$ cat src/shared/slb_map.svh
// Register offsets, field positions, reset values and timing counts
`ifndef SLB_MAP_SVH
`define SLB_MAP_SVH

// ----------------------------------------------------------------
// Register offsets
// ----------------------------------------------------------------
`define SLB_OFS_CTRL      8'h00
`define SLB_OFS_STATUS    8'h04
`define SLB_OFS_MASK      8'h08
`define SLB_OFS_STATE     8'h0c
`define SLB_OFS_GAP       8'h10
`define SLB_OFS_ERRCNT    8'h14

// ----------------------------------------------------------------
// Control fields
// ----------------------------------------------------------------
`define SLB_CTRL_BURST    0
`define SLB_CTRL_ADVCLK   1
`define SLB_CTRL_ECC      2
`define SLB_CTRL_INJ1     3
`define SLB_CTRL_INJ2     4
`define SLB_CTRL_RST_VAL  5'h00

// ----------------------------------------------------------------
// Error and status fields
// ----------------------------------------------------------------
`define SLB_ERR_OVF       0
`define SLB_ERR_FIXED     1
`define SLB_ERR_FATAL     2
`define SLB_ERR_GAP       3
`define SLB_GAP_RST_VAL   16'h0004

// ----------------------------------------------------------------
// Timing
// ----------------------------------------------------------------
`define SLB_CLK_PERIOD_NS 20
`define SLB_RST_SEQ_NS    1000
`define SLB_RST_SEQ_CYC   ((`SLB_RST_SEQ_NS + `SLB_CLK_PERIOD_NS - 1) / `SLB_CLK_PERIOD_NS)

`endif

$ cat src/shared/slb_pkg.sv
// Types shared by the burst and status interface block
package slb_pkg;

	typedef struct packed {
		logic begin_m;
		logic finish_m;
	} slb_mark_s;

	typedef struct packed {
		logic gap;
		logic fatal;
		logic fixed;
		logic ovf;
	} slb_err_s;

	typedef enum logic [1:0] {
		SLB_RST_HOLD,
		SLB_RST_SEQ,
		SLB_RST_DONE
	} slb_rst_e;

endpackage

$ cat src/core/slb_adapt_fifo.sv
// Source adaptation FIFO with duplicated storage for upset recovery
`timescale 1ns/1ns
module slb_adapt_fifo #(
	parameter int W     = 66,
	parameter int DEPTH = 8
) (
	input  wire logic         clk_sys,
	input  wire logic         resetn,
	input  wire logic         wr_en,
	input  wire logic [W-1:0] wr_data,
	input  wire logic         rd_en,
	input  wire logic         ecc_en,
	input  wire logic         inj_single,
	input  wire logic         inj_double,
	output logic      [W-1:0] rd_data,
	output logic              empty,
	output logic              full,
	output logic              ovf_pulse,
	output logic              fixed_pulse,
	output logic              fatal_pulse
);
	localparam int AW = $clog2(DEPTH);

	generate
		if (DEPTH < 2 || (1 << AW) != DEPTH) begin : g_chk
			$error("DEPTH must be a power of two of at least 2");
		end
	endgenerate

	// Two copies, each with parity, so one bad copy can be outvoted
	logic [W-1:0] mem_a [DEPTH];
	logic [W-1:0] mem_b [DEPTH];
	logic         par_a [DEPTH];
	logic         par_b [DEPTH];
	logic [AW:0]  wp_r;
	logic [AW:0]  rp_r;
	logic         ok_a;
	logic         ok_b;
	logic [W-1:0] flip;

	assign flip  = {{(W-1){1'b0}}, 1'b1};
	assign empty = (wp_r == rp_r);
	assign full  = (wp_r[AW] != rp_r[AW]) && (wp_r[AW-1:0] == rp_r[AW-1:0]);
	assign ok_a  = (^mem_a[rp_r[AW-1:0]]) == par_a[rp_r[AW-1:0]];
	assign ok_b  = (^mem_b[rp_r[AW-1:0]]) == par_b[rp_r[AW-1:0]];
	assign rd_data = (ecc_en && !ok_a) ? mem_b[rp_r[AW-1:0]] : mem_a[rp_r[AW-1:0]];

	always_ff @(posedge clk_sys) begin
		if (wr_en && !full) begin
			mem_a[wp_r[AW-1:0]] <= wr_data ^ ((inj_single || inj_double) ? flip : '0);
			mem_b[wp_r[AW-1:0]] <= wr_data ^ (inj_double ? flip : '0);
			par_a[wp_r[AW-1:0]] <= ^wr_data;
			par_b[wp_r[AW-1:0]] <= ^wr_data;
		end
	end

	always_ff @(posedge clk_sys or negedge resetn) begin
		if (!resetn) begin
			wp_r <= '0;
			rp_r <= '0;
		end else begin
			if (wr_en && !full)
				wp_r <= wp_r + 1'b1;
			if (rd_en && !empty)
				rp_r <= rp_r + 1'b1;
		end
	end

	// Upset flags only mean something with ECC on; otherwise held low
	always_ff @(posedge clk_sys or negedge resetn) begin
		if (!resetn) begin
			ovf_pulse   <= 1'b0;
			fixed_pulse <= 1'b0;
			fatal_pulse <= 1'b0;
		end else begin
			ovf_pulse   <= wr_en && full;
			fixed_pulse <= ecc_en && rd_en && !empty && !ok_a && ok_b;
			fatal_pulse <= ecc_en && rd_en && !empty && !ok_a && !ok_b;
		end
	end
endmodule

$ cat src/core/slb_gap_check.sv
// Idle gap check between a burst finish and the next burst begin
`timescale 1ns/1ns
module slb_gap_check (
	input  wire logic        clk_sys,
	input  wire logic        resetn,
	input  wire logic        enable,
	input  wire logic        beat,
	input  wire logic        begin_m,
	input  wire logic        finish_m,
	input  wire logic [15:0] gap_cfg,
	output logic             gap_err
);
	logic        open_r;
	logic [15:0] idle_r;

	// Counter saturates so a very long idle still reads as a mismatch
	always_ff @(posedge clk_sys or negedge resetn) begin
		if (!resetn) begin
			open_r  <= 1'b0;
			idle_r  <= '0;
			gap_err <= 1'b0;
		end else begin
			gap_err <= 1'b0;
			if (!enable) begin
				open_r <= 1'b0;
			end else if (beat && (begin_m || finish_m)) begin
				// One-word bursts carry both marks; check before reopening
				if (begin_m && open_r)
					gap_err <= (idle_r != gap_cfg);
				open_r <= finish_m;
				idle_r <= '0;
			end else if (open_r && idle_r != 16'hffff) begin
				idle_r <= idle_r + 16'h0001;
			end
		end
	end
endmodule

$ cat src/core/slb_top.sv
// Source burst and error status, sink clocks and resets, register port
//------------------------------------------------------------------
// Summary of operation
// - Four-bit source error, bit0 FIFO overflow
// - Bit1: upset corrected, ECC on only
// - Bit2: upset uncorrectable, ECC on only
// - Bit3: burst gap differs from configuration
// - Standard clocking drives sink user clock
// - Sink user reset follows core reset, sequence
// - Advanced clocking drives sink interface clock
//------------------------------------------------------------------
`timescale 1ns/1ns
`include "slb_map.svh"
module slb_top #(
	parameter int LANES      = 1,
	parameter int FIFO_DEPTH = 8
) (
	input  wire logic                  clk_sys,
	input  wire logic                  resetn,
	input  wire logic                  core_reset,
	input  wire logic [7:0]            reg_addr,
	input  wire logic [31:0]           reg_wdata,
	input  wire logic                  reg_wr,
	input  wire logic                  reg_rd,
	output logic      [31:0]           reg_rdata,
	input  wire logic                  src_valid,
	input  wire logic [64*LANES-1:0]   src_data,
	input  wire logic                  src_burst_begin,
	input  wire logic                  src_burst_finish,
	output logic      [3:0]            src_error,
	input  wire logic                  lane_ready,
	output logic                       lane_valid,
	output logic      [64*LANES-1:0]   lane_data,
	output logic                       lane_begin,
	output logic                       lane_finish,
	output logic                       sink_user_clk,
	output logic                       sink_user_clk_reset,
	output logic                       sink_if_clk,
	output logic                       sink_if_clk_reset,
	output logic                       irq
);
	localparam int DW = 64 * LANES;
	localparam int FW = DW + 2;
	localparam logic [15:0] SEQ_CYC = 16'(`SLB_RST_SEQ_CYC);

	generate
		if (LANES < 1 || LANES > 24) begin : g_chk
			$error("LANES must lie between 1 and 24");
		end
	endgenerate

	function automatic logic hit(input logic [7:0] a, input logic [7:0] ofs);
		hit = (a == ofs);
	endfunction

	//--------------------------------------------------------------
	// Control registers
	//--------------------------------------------------------------
	logic [4:0]       ctrl_r;
	logic [15:0]      gap_r;
	logic [3:0]       mask_r;
	logic [3:0]       status_r;
	logic [3:0]       status_nxt;
	logic [31:0]      errcnt_r;
	logic             burst_mode;
	logic             adv_clk;
	logic             ecc_en;

	assign burst_mode = ctrl_r[`SLB_CTRL_BURST];
	assign adv_clk    = ctrl_r[`SLB_CTRL_ADVCLK];
	assign ecc_en     = ctrl_r[`SLB_CTRL_ECC];

	always_ff @(posedge clk_sys or negedge resetn) begin
		if (!resetn) begin
			ctrl_r <= `SLB_CTRL_RST_VAL;
			gap_r  <= `SLB_GAP_RST_VAL;
			mask_r <= 4'h0;
		end else if (reg_wr) begin
			if (hit(reg_addr, `SLB_OFS_CTRL))
				ctrl_r <= reg_wdata[4:0];
			if (hit(reg_addr, `SLB_OFS_GAP))
				gap_r <= reg_wdata[15:0];
			if (hit(reg_addr, `SLB_OFS_MASK))
				mask_r <= reg_wdata[3:0];
		end else begin
			// Injection bits are one-shot so a single write corrupts one word
			if (src_valid) begin
				ctrl_r[`SLB_CTRL_INJ1] <= 1'b0;
				ctrl_r[`SLB_CTRL_INJ2] <= 1'b0;
			end
		end
	end

	//--------------------------------------------------------------
	// Core reset synchroniser and reset sequence
	//--------------------------------------------------------------
	logic                   crst_m_r;
	logic                   crst_s_r;
	logic [15:0]            seq_r;
	slb_pkg::slb_rst_e      rst_st_r;

	always_ff @(posedge clk_sys or negedge resetn) begin
		if (!resetn) begin
			crst_m_r <= 1'b1;
			crst_s_r <= 1'b1;
		end else begin
			crst_m_r <= core_reset;
			crst_s_r <= crst_m_r;
		end
	end

	always_ff @(posedge clk_sys or negedge resetn) begin
		if (!resetn) begin
			rst_st_r <= slb_pkg::SLB_RST_HOLD;
			seq_r    <= '0;
		end else if (crst_s_r) begin
			rst_st_r <= slb_pkg::SLB_RST_HOLD;
			seq_r    <= '0;
		end else begin
			case (rst_st_r)
				slb_pkg::SLB_RST_HOLD: begin
					rst_st_r <= slb_pkg::SLB_RST_SEQ;
				end
				slb_pkg::SLB_RST_SEQ: begin
					seq_r <= seq_r + 16'h0001;
					if (seq_r == SEQ_CYC - 16'h0001)
						rst_st_r <= slb_pkg::SLB_RST_DONE;
				end
				slb_pkg::SLB_RST_DONE: begin
					rst_st_r <= slb_pkg::SLB_RST_DONE;
				end
				default: begin
					rst_st_r <= slb_pkg::SLB_RST_HOLD;
				end
			endcase
		end
	end

	//--------------------------------------------------------------
	// Sink clocks and resets
	//--------------------------------------------------------------
	// Clocks are half rate toggles; only the active mode's clock runs
	always_ff @(posedge clk_sys or negedge resetn) begin
		if (!resetn) begin
			sink_user_clk <= 1'b0;
			sink_if_clk   <= 1'b0;
		end else begin
			sink_user_clk <= !adv_clk && !sink_user_clk;
			sink_if_clk   <= adv_clk && !sink_if_clk;
		end
	end

	always_ff @(posedge clk_sys or negedge resetn) begin
		if (!resetn) begin
			sink_user_clk_reset <= 1'b1;
			sink_if_clk_reset   <= 1'b1;
		end else begin
			sink_user_clk_reset <= rst_st_r != slb_pkg::SLB_RST_DONE;
			sink_if_clk_reset   <= rst_st_r != slb_pkg::SLB_RST_DONE;
		end
	end

	//--------------------------------------------------------------
	// Source path through the adaptation FIFO
	//--------------------------------------------------------------
	logic [FW-1:0]  fifo_out;
	logic           fifo_empty;
	logic           fifo_full;
	logic           fifo_pop;
	logic           ovf_p;
	logic           fixed_p;
	logic           fatal_p;
	logic           gap_p;
	logic           src_beat;
	logic           link_up;

	// Words offered before the sequence completes are not taken
	assign link_up  = (rst_st_r == slb_pkg::SLB_RST_DONE);
	assign src_beat = src_valid && link_up;
	assign fifo_pop = !fifo_empty && (lane_ready || !lane_valid);

	slb_adapt_fifo #(
		.W     (FW),
		.DEPTH (FIFO_DEPTH)
	) u_fifo (
		.clk_sys     (clk_sys),
		.resetn      (resetn),
		.wr_en       (src_beat),
		.wr_data     ({src_burst_begin, src_burst_finish, src_data}),
		.rd_en       (fifo_pop),
		.ecc_en      (ecc_en),
		.inj_single  (ctrl_r[`SLB_CTRL_INJ1]),
		.inj_double  (ctrl_r[`SLB_CTRL_INJ2]),
		.rd_data     (fifo_out),
		.empty       (fifo_empty),
		.full        (fifo_full),
		.ovf_pulse   (ovf_p),
		.fixed_pulse (fixed_p),
		.fatal_pulse (fatal_p)
	);

	// Finish markers are only meaningful in burst mode
	slb_gap_check u_gap (
		.clk_sys  (clk_sys),
		.resetn   (resetn),
		.enable   (burst_mode),
		.beat     (src_beat),
		.begin_m  (src_burst_begin),
		.finish_m (src_burst_finish),
		.gap_cfg  (gap_r),
		.gap_err  (gap_p)
	);

	always_ff @(posedge clk_sys or negedge resetn) begin
		if (!resetn) begin
			lane_valid  <= 1'b0;
			lane_data   <= '0;
			lane_begin  <= 1'b0;
			lane_finish <= 1'b0;
		end else if (fifo_pop) begin
			lane_valid  <= 1'b1;
			lane_data   <= fifo_out[DW-1:0];
			lane_begin  <= fifo_out[DW+1];
			lane_finish <= fifo_out[DW];
		end else if (lane_ready) begin
			lane_valid  <= 1'b0;
		end
	end

	//--------------------------------------------------------------
	// Error vector, status, mask and interrupt
	//--------------------------------------------------------------
	slb_pkg::slb_err_s ev;

	assign ev = '{gap: gap_p, fatal: fatal_p, fixed: fixed_p, ovf: ovf_p};

	// Registered copy of the one-cycle events, so each stands a full cycle
	always_ff @(posedge clk_sys or negedge resetn) begin
		if (!resetn)
			src_error <= 4'h0;
		else
			src_error <= ev;
	end

	// Set wins over a write-one clear in the same cycle
	always_comb begin
		status_nxt = status_r;
		if (reg_wr && hit(reg_addr, `SLB_OFS_STATUS))
			status_nxt = status_nxt & ~reg_wdata[3:0];
		status_nxt = status_nxt | ev;
	end

	always_ff @(posedge clk_sys or negedge resetn) begin
		if (!resetn) begin
			status_r <= 4'h0;
			irq      <= 1'b0;
		end else begin
			status_r <= status_nxt;
			irq      <= |(status_nxt & mask_r);
		end
	end

	// Saturating per-kind counters for field diagnostics
	genvar gi;
	generate
		for (gi = 0; gi < 4; gi++) begin : g_cnt
			always_ff @(posedge clk_sys or negedge resetn) begin
				if (!resetn)
					errcnt_r[8*gi +: 8] <= 8'h00;
				else if (reg_wr && hit(reg_addr, `SLB_OFS_ERRCNT))
					errcnt_r[8*gi +: 8] <= 8'h00;
				else if (ev[gi] && errcnt_r[8*gi +: 8] != 8'hff)
					errcnt_r[8*gi +: 8] <= errcnt_r[8*gi +: 8] + 8'h01;
			end
		end
	endgenerate

	//--------------------------------------------------------------
	// Read port
	//--------------------------------------------------------------
	always_ff @(posedge clk_sys or negedge resetn) begin
		if (!resetn) begin
			reg_rdata <= 32'h0000_0000;
		end else if (reg_rd) begin
			case (reg_addr)
				`SLB_OFS_CTRL:   reg_rdata <= {27'h0, ctrl_r};
				`SLB_OFS_STATUS: reg_rdata <= {28'h0, status_r};
				`SLB_OFS_MASK:   reg_rdata <= {28'h0, mask_r};
				`SLB_OFS_STATE:  reg_rdata <= {26'h0, rst_st_r, link_up,
					fifo_full, fifo_empty, lane_valid};
				`SLB_OFS_GAP:    reg_rdata <= {16'h0, gap_r};
				`SLB_OFS_ERRCNT: reg_rdata <= errcnt_r;
				default:         reg_rdata <= 32'h0000_0000;
			endcase
		end else begin
			reg_rdata <= 32'h0000_0000;
		end
	end
endmodule

$ cat config.mk
export PLATFORM = sky130hd
export DESIGN_NAME = slb_top
export DESIGN_NICKNAME = d
export VERILOG_FILES = /design/src/shared/slb_pkg.sv /design/src/core/slb_adapt_fifo.sv /design/src/core/slb_gap_check.sv /design/src/core/slb_top.sv
export VERILOG_INCLUDE_DIRS = /design/src /design/src/shared
export SDC_FILE = /design/constraint.sdc
export NUM_CORES = 1
export LEC_CHECK = 0
export ABC_AREA = 1
export BUFFER_PORTS_ARGS = -buffer_cell sky130_fd_sc_hd__buf_4
export CORE_AREA = 10 10 353 355
export DETAILED_ROUTE_END_ITERATION = 12
export DIE_AREA = 0 0 363 365
export PLACE_DENSITY = 0.47
export SETUP_SLACK_MARGIN = 0.02
export SYNTH_ARGS = -nofsm -noshare
export SYNTH_HDL_FRONTEND = slang
export SYNTH_SLANG_ARGS = --single-unit
$ cat constraint.sdc
create_clock -name clk_sys -period 9.1 [get_ports clk_sys]
set_input_delay 0.91 -clock clk_sys [delete_from_list [all_inputs] [get_ports clk_sys]]
set_output_delay 0.91 -clock clk_sys [all_outputs]
set_load 0.02 [all_outputs]
==> results of run 1 <==
[power breakdown]
group / switching (uW) / internal [uW] / total [uW]
combinational: 3900 / 1670 / 5570
clock: 1500 / 2030 / 3530
sequential: 249 / 4100 / 4350
total: 5650 / 7810 / 13500
[layer usage]
metal	global-route usage	vias up	part of all wire
li1	-	11910	-
met1	0.1932	11160	0.46
met2	0.2236	448	0.45
met3	0.04149	121	0.068
met4	0.03451	22	0.017
met5	0	-	0.0016
[worst max-delay path, cell delays in order (launching register included)]
cell,delay (ps)
dfrtp_4,730
inv_6,710
buf_4,790
nand2_1,100
nand3_1,110
nand2_1,90
o21ai_1,340
nand2_1,90
nand2_1,100
nand2_1,50
nand2_1,70
nand2_1,50
nand2_1,160
nand3_1,240
nand2_1,140
nand2_1,60
nand3_1,180
nand2_1,140
xor2_1,260
inv_1,60
nor2_1,90
[registers in the layout, indices dropped and copies added (netlist names), 2 cells and up]
register	count
mask_r	4
u_fifo.par_a	7
u_gap.idle_r	16
lane_data	64
status_r	4
u_fifo.mem_a	520
src_error	4
u_fifo.rp_r	4
u_fifo.mem_b	16
u_fifo.wp_r	4
reg_rdata	32
rst_st_r	2
seq_r	16
ctrl_r	5
gap_r	16
errcnt_r	32
[cell usage after synthesis (all sizes together)]
library cell,count
dfstp,4
or2,4
xor2,23
nor4b,1
o211ai,1
o21a,2
a41oi,2
xnor2,68
buf,93
o221ai,2
nand2,1038
a22oi,1
mux2,11
a22o,1
nor3,33
nand3,211
o22ai,9
clkinv,2
nor4,8
a2111oi,2
clkbuf,46
dfrtp,213
o21ai,330
nand4,10
o2111ai,2
and3,4
a211oi,8
o21bai,1
inv,353
nor2,398
a31oi,4
a221oi,2
ha,13
edfxtp,544
a41o,1
a311oi,1
nor3b,1
a21oi,60
[layout make-up]
class / count / share of cell area
Sequential cell: 761 / 0.5446
Multi-Input combinational cell: 2252 / 0.2552
Clock buffer: 122 / 0.06238
Tap cell: 1536 / 0.04805
Timing Repair Buffer: 234 / 0.04474
Inverter: 355 / 0.03357
Clock inverter: 47 / 0.01107
Antenna cell: 5 / 0.0003128
[cell families after synthesis]
logic type	Yosys count	share of synthesized area
multiplexers	11	0.003654
AO/OA/AOI/OAI	429	0.06658
flip-flops	761	0.6422
buffers and inverters	494	0.05853
AND/OR/NAND/NOR	1708	0.2005
XOR/XNOR	91	0.02373
adder cells (fa/ha/maj)	13	0.004798
[per-stage QoR]
step / power, uW / hold WS [ps] / setup slack [ps] / utilization
finish: 13460 / 223.5 / 4366 / 0.3405
global route: 14580 / 262.5 / 3775 / 0.3405
CTS: 13700 / 228.3 / 4250 / 0.3404
detailed placement: 10100 / 350.8 / 4248 / 0.3154
global placement: 10050 / 348.5 / 4292 / 0.3154
floorplan: 8248 / 345.2 / 2324 / -
[final timing paths]
check                               start                 end  slack, ps  cells after the start
max                        u_fifo.rp_r[0]  u_fifo.fixed_pulse       4370                     20
min                                resetn       reg_rdata[17]        220                      1
max reg2reg                u_fifo.rp_r[0]  u_fifo.fixed_pulse       4370                     20
min reg2reg                      crst_m_r            crst_s_r        360                      0
max in group asynchronous          resetn      u_fifo.rp_r[1]       7510                      2
min in group clk_sys             crst_m_r            crst_s_r        360                      0
==> summary.txt, run 1 <==
Run status
  • Status: completed

Worst setup path
  • Worst setup path class: reg -> reg
  • Kind of capture point of the worst setup path: flip-flop
  • Data required, critical path: 9700 ps
  • Crit path DAT: 5340 ps
  • CP startpoint kind: flip-flop
  • Max Fanout on Critical Path: 114

Clocking
  • Post-CTS setup buffers: 0
  • Insertion delay of the later-clocked pin in the worst-skew pair: 670 ps
  • Cts bufs inserted: 92
  • Clock root buffer: clkbuf_16
  • Number of buffers on the longest clock path: 3
  • Clock transition at path regs: 60 ps
  • Hold Buf Count CTS: 0
  • Clock tree from TritonCTS: done
  • H-tree Lvls: 3
  • Clock sink total: 761
  • Total of cells resized after clock tree synthesis: 0

Synthesis
  • Netlist area before placement: 0.03390 sq mm
  • Register bit count reported by yosys: 761
  • Number of synthesis warnings: 0
  • Mean instance size in the synthesized netlist: 9.667 sq um
  • Top-area cell type share of the netlist area: 0.4819
  • Distinct cells, synth: 46
  • Register area share after synthesis: 0.6422
  • Cell type contributing the most total cell area after synthesis: edfxtp_1
  • Number of nets produced by synthesis: 3,633
  • Mapped Cells: 3,507
  • Largest cells by area after synthesis: edfxtp_1 48%, dfrtp_1 16%, nand2_1 11%

Cells and area
  • Fill count: 11,770
  • Area growth from synthesis to layout: 17.97%
  • Final Instance Area: 0.03999 sq mm
  • Highest-count cells in the layout ignoring fill and taps: 1,037 x nand2_1, 544 x edfxtp_1, 391 x nor2_1
  • Share of final-layout standard cells stronger than drive strength 1: 0.1111
  • Post-Layout Cell Count: 5,312
  • Area used by multi-input combinational logic: 0.01021 sq mm
  • NumNets Final: 3,822
  • Most common library cell in the layout ignoring fill and taps: nand2_1
  • Sequential cell area: 0.02178 sq mm

STA
  • Final period demand of the worst path: 4734 ps
  • Maximum clock skew at final layout: 30.47 ps
  • Unrepaired setup endpoints after global routing: no
  • Pins over their slew limit: 0
  • Count of final hold-check violations: 0
  • Headroom to the max-slew limit: 0.3086
  • Timing-limited maximum frequency: 211.2 MHz
  • Pin slew with the least headroom to its limit: 1037 ps
  • Final clock period utilization by the worst path: 0.5202
  • Setup_tns: 0 ps
  • Count of endpoints failing setup in the final report: 0

Placed design
  • Buffers added on ports: 204
  • DP Area: 0.03704 sq mm
  • Placed Cells incl. Taps: 5,138
  • Routability congestion estimate from global placement: 0.7876
  • HPWL after detailed placement: 58,880 um

GRT
  • Via count of the first global-routing pass: 22,250
  • Wire length of the first global-routing pass: 144,200 um
  • Total global routing track utilization: 0.1427
  • Largest net degree at the start of global routing: 144
  • Number of antenna violations at the first check in global routing: 16
  • Total gr overflow: 0

Routing
  • Drt first pass iters: 5
  • Antenna Nets Post-Route: 0
  • Number of design-rule violations left by the first detailed-router iteration: 1,500
  • Routed via count divided by cell count: 4.454
  • Drt total wl: 96,250 um
  • Number of DRC violations after detailed routing: 0
  • Average detailed-routed wire length per instance: 18.12 um
  • Via count of the routed design: 23,660

Flow run
  • Count of maximum capacitance violations: 0

Pwr
  • Cell Pwr Density: 336.5 mW/mm^2
  • Maximum vdd ir drop: 0.0001681 V
  • Leakage power of the design: 0.01681 uW

Die
  • Full die area: 0.1325 sq mm
  • Width of the chip: 363 um
  • Core Region: 0.1175 sq mm
  • I/O pin total: 221
  • Initial core utilization: 0.2886
  • Die Height: 365 um
  • Number of placement rows: 126

Hold path
  • Kind of path behind the tightest hold check: in -> async
Power figures use the tool's default switching activity.
==> inputs of run 2 (changes only) <==
Clock period 9.1 ns to 4.85 ns, I/O delays scaled along.
==> run 2 against run 1 <==
Net effect:
- die area is the same
- first-iteration DRC count shrank 13%
- register-to-register slack lost 3300 ps
- clock power grew 92%
- critical endpoint is now lane_data[0]
- largest power group unchanged
==> summary.txt, run 2 (synthesized netlist as in run 1, its figures left out) <==
GRT
  • Largest net degree at the start of global routing: 199 (+38%)
  • Total gr overflow: 0 (unchanged)
  • Via count of the first global-routing pass: 22,870 (+2.8%)
  • Number of antenna violations at the first check in global routing: 17 (+1)
  • Total global routing track utilization: 0.1446 (+0.001845)
  • Wire length of the first global-routing pass: 146,200 um (+1.4%)

Pwr
  • Pint: 14,980 uW (+92%)
  • Share of power burned in registers: 0.314 (-0.009)
  • Pwr Total: 25,670 uW (+91%)
  • Net switching fraction of the power: 0.4164 (-0.003681)
  • Clock power frac: 0.265 (+0.002)
  • Switching component of the power: 10,690 uW (+89%)
  • Logic pwr share: 0.421 (+0.007)
  • Cell Pwr Density: 633.1 mW/mm^2 (+88%)
  • Maximum vdd ir drop: 0.0005458 V (+220%)
  • Leakage power of the design: 0.01703 uW (+1.3%)

Cells and area
  • Number of flip-flops in the largest register: 520 (unchanged)
  • Most common library cell in the layout ignoring fill and taps: nand2_1
  • Area growth from synthesis to layout: 19.60%
  • Fin util: 0.3452 (+0.004698)
  • Fill count: 11,760 (-0.025%)
  • Highest-count cells in the layout ignoring fill and taps: 1,037 x nand2_1, 544 x edfxtp_1, 391 x nor2_1
  • NumNets Final: 3,845 (+0.60%)
  • Share of final-layout standard cells stronger than drive strength 1: 0.1109 (-0.0002049)

Worst setup path
  • Worst setup path class: reg -> reg
  • Startpoint of the worst register-to-register path: u_fifo.rp_r[0]
  • Kind of capture point of the worst setup path: flip-flop
  • Max Fanout on Critical Path: 198 (+74%)
  • Worst flop-to-flop path endpoint: lane_data[0]
  • Data required, critical path: 5410 ps (-4290 ps)
  • Cell count of the worst reg-to-reg path: 22 (+10%)
  • CP startpoint kind: flip-flop
  • Reg-to-reg setup timing slack: 1090 ps (-3270 ps)
  • Crit path DAT: 4310 ps (-1030 ps)

Clocking
  • Insertion delay of the later-clocked pin in the worst-skew pair: 670 ps (about the same)
  • Clock tree from TritonCTS: done
  • H-tree Lvls: 3 (unchanged)
  • Cts bufs inserted: 91 (-1.1%)
  • Clock sink total: 761 (unchanged)
  • Total of cells resized after clock tree synthesis: 0 (unchanged)
  • Clock root buffer: clkbuf_16
  • Number of buffers on the longest clock path: 3 (unchanged)
  • Clock transition at path regs: 60 ps (about the same)

Routing
  • Via count of the routed design: 23,790 (+0.55%)
  • Average detailed-routed wire length per instance: 18.25 um (+0.70%)
  • Routed via count divided by cell count: 4.459 (+0.12%)
  • Number of DRC violations after detailed routing: 0 (unchanged)
  • Antenna Nets Post-Route: 0 (unchanged)
  • Number of design-rule violations left by the first detailed-router iteration: 1,300 (-13%)
  • Drt first pass iters: 5 (unchanged)
  • Drt total wl: 97,350 um (+1.1%)

Placed design
  • Routability congestion estimate from global placement: 0.7885 (+0.11%)
  • Placement Setup Slack: 1121 ps (-3127 ps)
  • Buffers added on ports: 204 (unchanged)
  • HPWL after detailed placement: 59,130 um (+0.43%)

STA
  • Final period demand of the worst path: 3758 ps (-975.4 ps)
  • Count of final hold-check violations: 0 (unchanged)
  • Timing-limited maximum frequency: 266.1 MHz (+26%)
  • Pins over their slew limit: 0 (unchanged)
  • Setup_tns: 0 ps (unchanged)
  • Pin slew with the least headroom to its limit: 1077 ps (+39.92 ps)
  • Unrepaired setup endpoints after global routing: no
  • Count of endpoints failing setup in the final report: 0 (unchanged)
  • Final clock period utilization by the worst path: 0.7749 (+0.2547)
  • Worst hold margin: 60.06 ps (-163.5 ps)
  • Headroom to the max-slew limit: 0.2820 (-0.02661)
  • Min setup slack post-route: 1092 ps (-3275 ps)
  • Maximum clock skew at final layout: 42.62 ps (+12.15 ps)

Hold path
  • Hold-critical path depth: 1
  • Kind of path behind the tightest hold check: in -> reg
  • Startpoint of the lowest-slack hold path: src_data[31]
  • Worst hold path endpoint: u_fifo.mem_a[2][31]

Die
  • I/O pin total: 221 (unchanged)
  • Initial core utilization: 0.2886 (unchanged)
  • Width of the chip: 363 um (unchanged)
  • Core Region: 0.1175 sq mm (unchanged)
  • Number of placement rows: 126 (unchanged)
  • Die Height: 365 um (unchanged)
  • Full die area: 0.1325 sq mm (unchanged)

Run status
  • Status: completed

Flow run
  • Count of maximum capacitance violations: 0 (unchanged)
==> run 2: changes by cell type in the layout (fill, tap and decap cells not counted), sizes merged <==
cell,before,now
buf,234,246
clkbuf,122,125
clkinvlp,5,0
bufinv,3,6
inv,356,355
clkinv,38,39
dlygate4sd3,0,12
diode,5,3
==> run 2: cell type report <==
type	instances	area, sq um	share of cell area
antenna	3	7.507	0.0001852
timing repair buffer	258	2275	0.05610
multi-input combinational	2252	10220	0.2521
sequential	761	21780	0.5372
clock buffer	125	2506	0.06181
tap	1536	1922	0.04740
inverter	355	1343	0.03311
clock inverter	45	490.5	0.01210
==> run 2: worst max path at each step <==
stage | startpoint | end | slack, ps | depth (start not counted)
finish | u_fifo.rp_r[0] | lane_data[0] | 1090 | 22
global route | u_fifo.rp_r[0] | lane_data[0] | 700 | 24
CTS | u_fifo.rp_r[0] | lane_data[0] | 1110 | 23
detailed placement | u_fifo.rp_r[0] | lane_data[0] | 1120 | 23
global placement | u_fifo.rp_r[0] | lane_data[0] | 1180 | 23
floorplan | u_fifo.rp_r[0] | u_fifo.mem_a[0][0] | -80 | 10
==> run 2: what timing repair did <==
action | in CTS | in global routing
buffers inserted | 0 | 0
hold endpoints to repair | 104 | 0
hold buffers | 12 | 0
==> run 2: critical path, stage by stage (launching register included) <==
cell and delay [ps]:
dfrtp_4 460, buf_12 610, nand2_1 130, nand3_1 120, nand2_1 90, o21ai_1 320, nand2_1 80, nand2_1 100
nand2_1 60, nand2_1 60, nand2_1 50, nand2_1 160, inv_1 60, nand2_1 180, nand2_1 110, nand2_1 70
nand3_1 190, nand2_1 190, nand2_1 60, nand2_1 70, nand3_1 70, nand3_1 110, nand2_1 60
==> run 2: metrics by stage <==
stage | area, sq um | instances
after floorplan | 33910 | 3507
after global placement | 37420 | 5150
after detailed placement | 37420 | 5150
after CTS | 40540 | 5332
after global routing | 40540 | 5333
final | 40550 | 5335
==> run 2: power groups by stage <==
| stage | sequential (uW) | clock [uW] | combinational, uW |
|---|---|---|---|
| 6_report | 8060 | 6790 | 10800 |
| 5_1_grt | 8140 | 7250 | 12300 |
| 4_1_cts | 8070 | 7000 | 11000 |
| 3_5_place_dp | 8190 | 0 | 11000 |
| 3_3_place_gp | 8190 | 0 | 10900 |
| 2_1_floorplan | 8470 | 0 | 7000 |
==> run 2: metal layers <==
metal  vias up  GRT usage  routed length (um)
met5         -          0                 120
met4        22    0.03763                1895
met3       138    0.04017                6822
met2       483     0.2277               42920
met1     11200     0.1948               45580
li1      11950          -                   -
==> inputs of run 3 (changes only) <==
Clock period 4.85 ns to 3.6 ns, I/O delays scaled along.
==> run 3 against run 2 <==
Net effect:
- core utilization increased by 1.2 points
- non-clock buffer count is 118 higher
- routed wire length shrank 0.13%
- die area is the same
- via count is 2.6% higher
- fmax increased by 15%
- sequential power grew 35%
==> summary.txt, run 3 (synthesized netlist as in run 1, its figures left out) <==
Worst setup path
  • Startpoint of the worst register-to-register path: u_fifo.rp_r[0]
  • Bufs and invs on worst path: 3 (+1)
  • Worst setup path class: reg -> reg
  • Slowest library cell on the worst path: dfrtp_4
  • Ordered list of cells on the worst path: clkinv_8 -> buf_12 -> o21ai_0 -> nand2_1 -> nand2_1 -> nand2_1 -> inv_1 -> nand2_1 -> nand2_1 -> nand2_1 -> nand2_1 -> nand2_1 -> nand2_1 -> nand3_1 -> nand2_1 -> nand3_1 -> nand2_1 -> nand2_1 -> nand2_1 -> nand3_1 -> nand3_1 -> nand2_1
  • Crit path DAT: 3820 ps (-490 ps)
  • Critical path launch point: u_fifo.rp_r[0]
  • Data required, critical path: 4160 ps (-1250 ps)
  • Family with the most delay on the worst path: simple AND/OR/NAND/NOR gates
  • Slowest Stage Delay on Critical Path: 540 ps (-70 ps)
  • CP startpoint kind: flip-flop
  • Kind of capture point of the worst setup path: flip-flop
  • Cell occurring most often along the worst timing path: nand2_1
  • Max Fanout on Critical Path: 53 (-73%)

Hold path
  • Startpoint of the lowest-slack hold path: reg_wdata[4]
  • Kind of path behind the tightest hold check: in -> reg

Die
  • Full die area: 0.1325 sq mm (unchanged)
  • Initial core utilization: 0.2886 (unchanged)
  • Core Region: 0.1175 sq mm (unchanged)
  • Width of the chip: 363 um (unchanged)
  • I/O pin total: 221 (unchanged)
  • Number of placement rows: 126 (unchanged)
  • Die Height: 365 um (unchanged)

GRT
  • Via count of the first global-routing pass: 23,470 (+2.6%)
  • Total global routing track utilization: 0.1444 (-0.0001634)
  • Number of antenna violations at the first check in global routing: 12 (-5)
  • Wire length of the first global-routing pass: 147,100 um (+0.62%)
  • Total gr overflow: 0 (unchanged)
  • Largest net degree at the start of global routing: 92 (-54%)

Pwr
  • Pwr Total: 35,350 uW (+38%)
  • Clock power frac: 0.260 (-0.005)
  • Share of power burned in registers: 0.308 (-0.006)
  • Cell Pwr Density: 843.1 mW/mm^2 (+33%)
  • Maximum vdd ir drop: 0.0006590 V (+21%)
  • Logic pwr share: 0.432 (+0.011)
  • Switching component of the power: 14,520 uW (+36%)
  • Leakage power of the design: 0.01766 uW (+3.7%)
  • Pint: 20,840 uW (+39%)
  • Net switching fraction of the power: 0.4106 (-0.005719)

STA
  • Timing-limited maximum frequency: 306.1 MHz (+15%)
  • Unrepaired setup endpoints after global routing: no
  • Final clock period utilization by the worst path: 0.9074 (+0.1325)
  • Pin slew with the least headroom to its limit: 1054 ps (-22.57 ps)
  • Count of final hold-check violations: 0 (unchanged)
  • Setup_tns: 0 ps (unchanged)
  • Count of endpoints failing setup in the final report: 0 (unchanged)
  • Headroom to the max-slew limit: 0.2896 (+0.007616)
  • Final period demand of the worst path: 3267 ps (-491.8 ps)
  • Maximum clock skew at final layout: 46.72 ps (+4.102 ps)
  • Pins over their slew limit: 0 (unchanged)

Routing
  • Post-Route M1 WL: 45,370 um (-0.47%)
  • Number of DRC violations after detailed routing: 0 (unchanged)
  • Routed length on met3: 5217 um (-24%)
  • Drt first pass iters: 5 (unchanged)
  • DR WL met2: 44,630 um (+4.0%)
  • Average detailed-routed wire length per instance: 17.84 um (-2.2%)
  • Top routing layer used: met5
  • Number of design-rule violations left by the first detailed-router iteration: 1,510 (+16%)
  • Via count of the routed design: 24,410 (+2.6%)
  • Routed via count divided by cell count: 4.481 (+0.48%)
  • Antenna Nets Post-Route: 0 (unchanged)
  • Drt total wl: 97,220 um (-0.13%)

Cells and area
  • Highest-count cells in the layout ignoring fill and taps: 1,037 x nand2_1, 544 x edfxtp_1, 391 x nor2_1
  • Share of final-layout standard cells stronger than drive strength 1: 0.1211 (+0.01019)
  • NumNets Final: 3,961 (+3.0%)
  • Area growth from synthesis to layout: 23.70%
  • Number of flip-flops in the largest register: 520 (unchanged)
  • Most common library cell in the layout ignoring fill and taps: nand2_1
  • Fill count: 11,620 (-1.2%)

Clocking
  • Insertion delay of the later-clocked pin in the worst-skew pair: 680 ps (about the same)
  • Post-CTS setup buffers: 0 (unchanged)
  • Clock tree from TritonCTS: done
  • Number of buffers on the longest clock path: 3 (unchanged)
  • Cts bufs inserted: 89 (-2.2%)
  • Clock transition at path regs: 50 ps (about the same)
  • Clock root buffer: clkbuf_16
  • Clock sink total: 761 (unchanged)
  • H-tree Lvls: 3 (unchanged)

Placed design
  • Buffers added on ports: 204 (unchanged)
  • Routability congestion estimate from global placement: 0.8033 (+1.9%)
  • HPWL after detailed placement: 61,740 um (+4.4%)

Flow run
  • Count of maximum capacitance violations: 0 (unchanged)

Run status
  • Status: completed
run 3: changes by cell type in the layout (fill, tap and decap cells not counted), sizes merged:
cell / previous run / this run
buf: 246 / 293
bufinv: 6 / 8
clkbuf: 125 / 133
clkinv: 39 / 19
clkinvlp: 0 / 1
diode: 3 / 6
dlygate4sd3: 12 / 82
inv: 355 / 357
run 3: worst paths after layout:
path / endpoint / slack (ps) / cells after the start
max in group asynchronous: u_fifo.rp_r[1] / 2230 / 3
hold reg to reg: crst_s_r / 360 / 0
min in group asynchronous: errcnt_r[18] / 330 / 2
hold / removal: gap_r[4] / 60 / 3
setup / recovery: lane_data[0] / 330 / 22
setup reg to reg: lane_data[0] / 330 / 22
run 3: what timing repair did:
item,4_1_cts,5_1_grt
hold buffers,82,0
gates resized for setup,0,13
endpoints found under the hold margin,625,0
setup endpoints to repair,0,3
run 3: cell type report:
cell class,instances,area (sq um),share of cell area
Antenna cell,6,15.01,0.0003580
Tap cell,1536,1922,0.04583
Clock buffer,132,2529,0.06030
Inverter,355,1350,0.03219
Clock inverter,30,451.7,0.01077
Timing Repair Buffer,376,3643,0.08688
Sequential cell,761,21780,0.5194
Multi-Input combinational cell,2252,10240,0.2443
run 3: routing by layer:
layer,global-route usage,vias up
met5,0,-
met1,0.1939,11590
met3,0.03365,134
met4,0.03571,10
li1,-,12210
met2,0.2342,471
run 3: power groups by stage:
stage | clock [uW] | sequential, uW | combinational [uW]
6_report | 9200 | 10900 | 15300
3_3_place_gp | 0 | 11000 | 15200
4_1_cts | 9480 | 10900 | 15500
2_1_floorplan | 0 | 11400 | 9480
5_1_grt | 9820 | 11000 | 17300
3_5_place_dp | 0 | 11100 | 15300
run 3: per-stage QoR:
stage	hold slack (ps)	worst slack [ps]	instance area, sq um	utilization	std cells
finish	57.48	333.4	41940	0.3571	5448
detailed placement	347.6	275.2	38050	0.3240	5197
CTS	29.72	251.1	41850	0.3564	5441
floorplan	64.41	-62.46	33960	-	3507
global placement	351.1	301.6	38050	0.3240	5197
global route	81.25	26.07	41930	0.3570	5446
run 3: worst register-to-register path: cells and delay by family, from the launching register on:
| kind | cells | cell delay (ps) |
|---|---|---|
| DFF | 1 | 540 |
| and+or+nand+nor | 18 | 1720 |
| buffers and inverters | 3 | 690 |
| AOI/OAI and AO/OA | 1 | 230 |
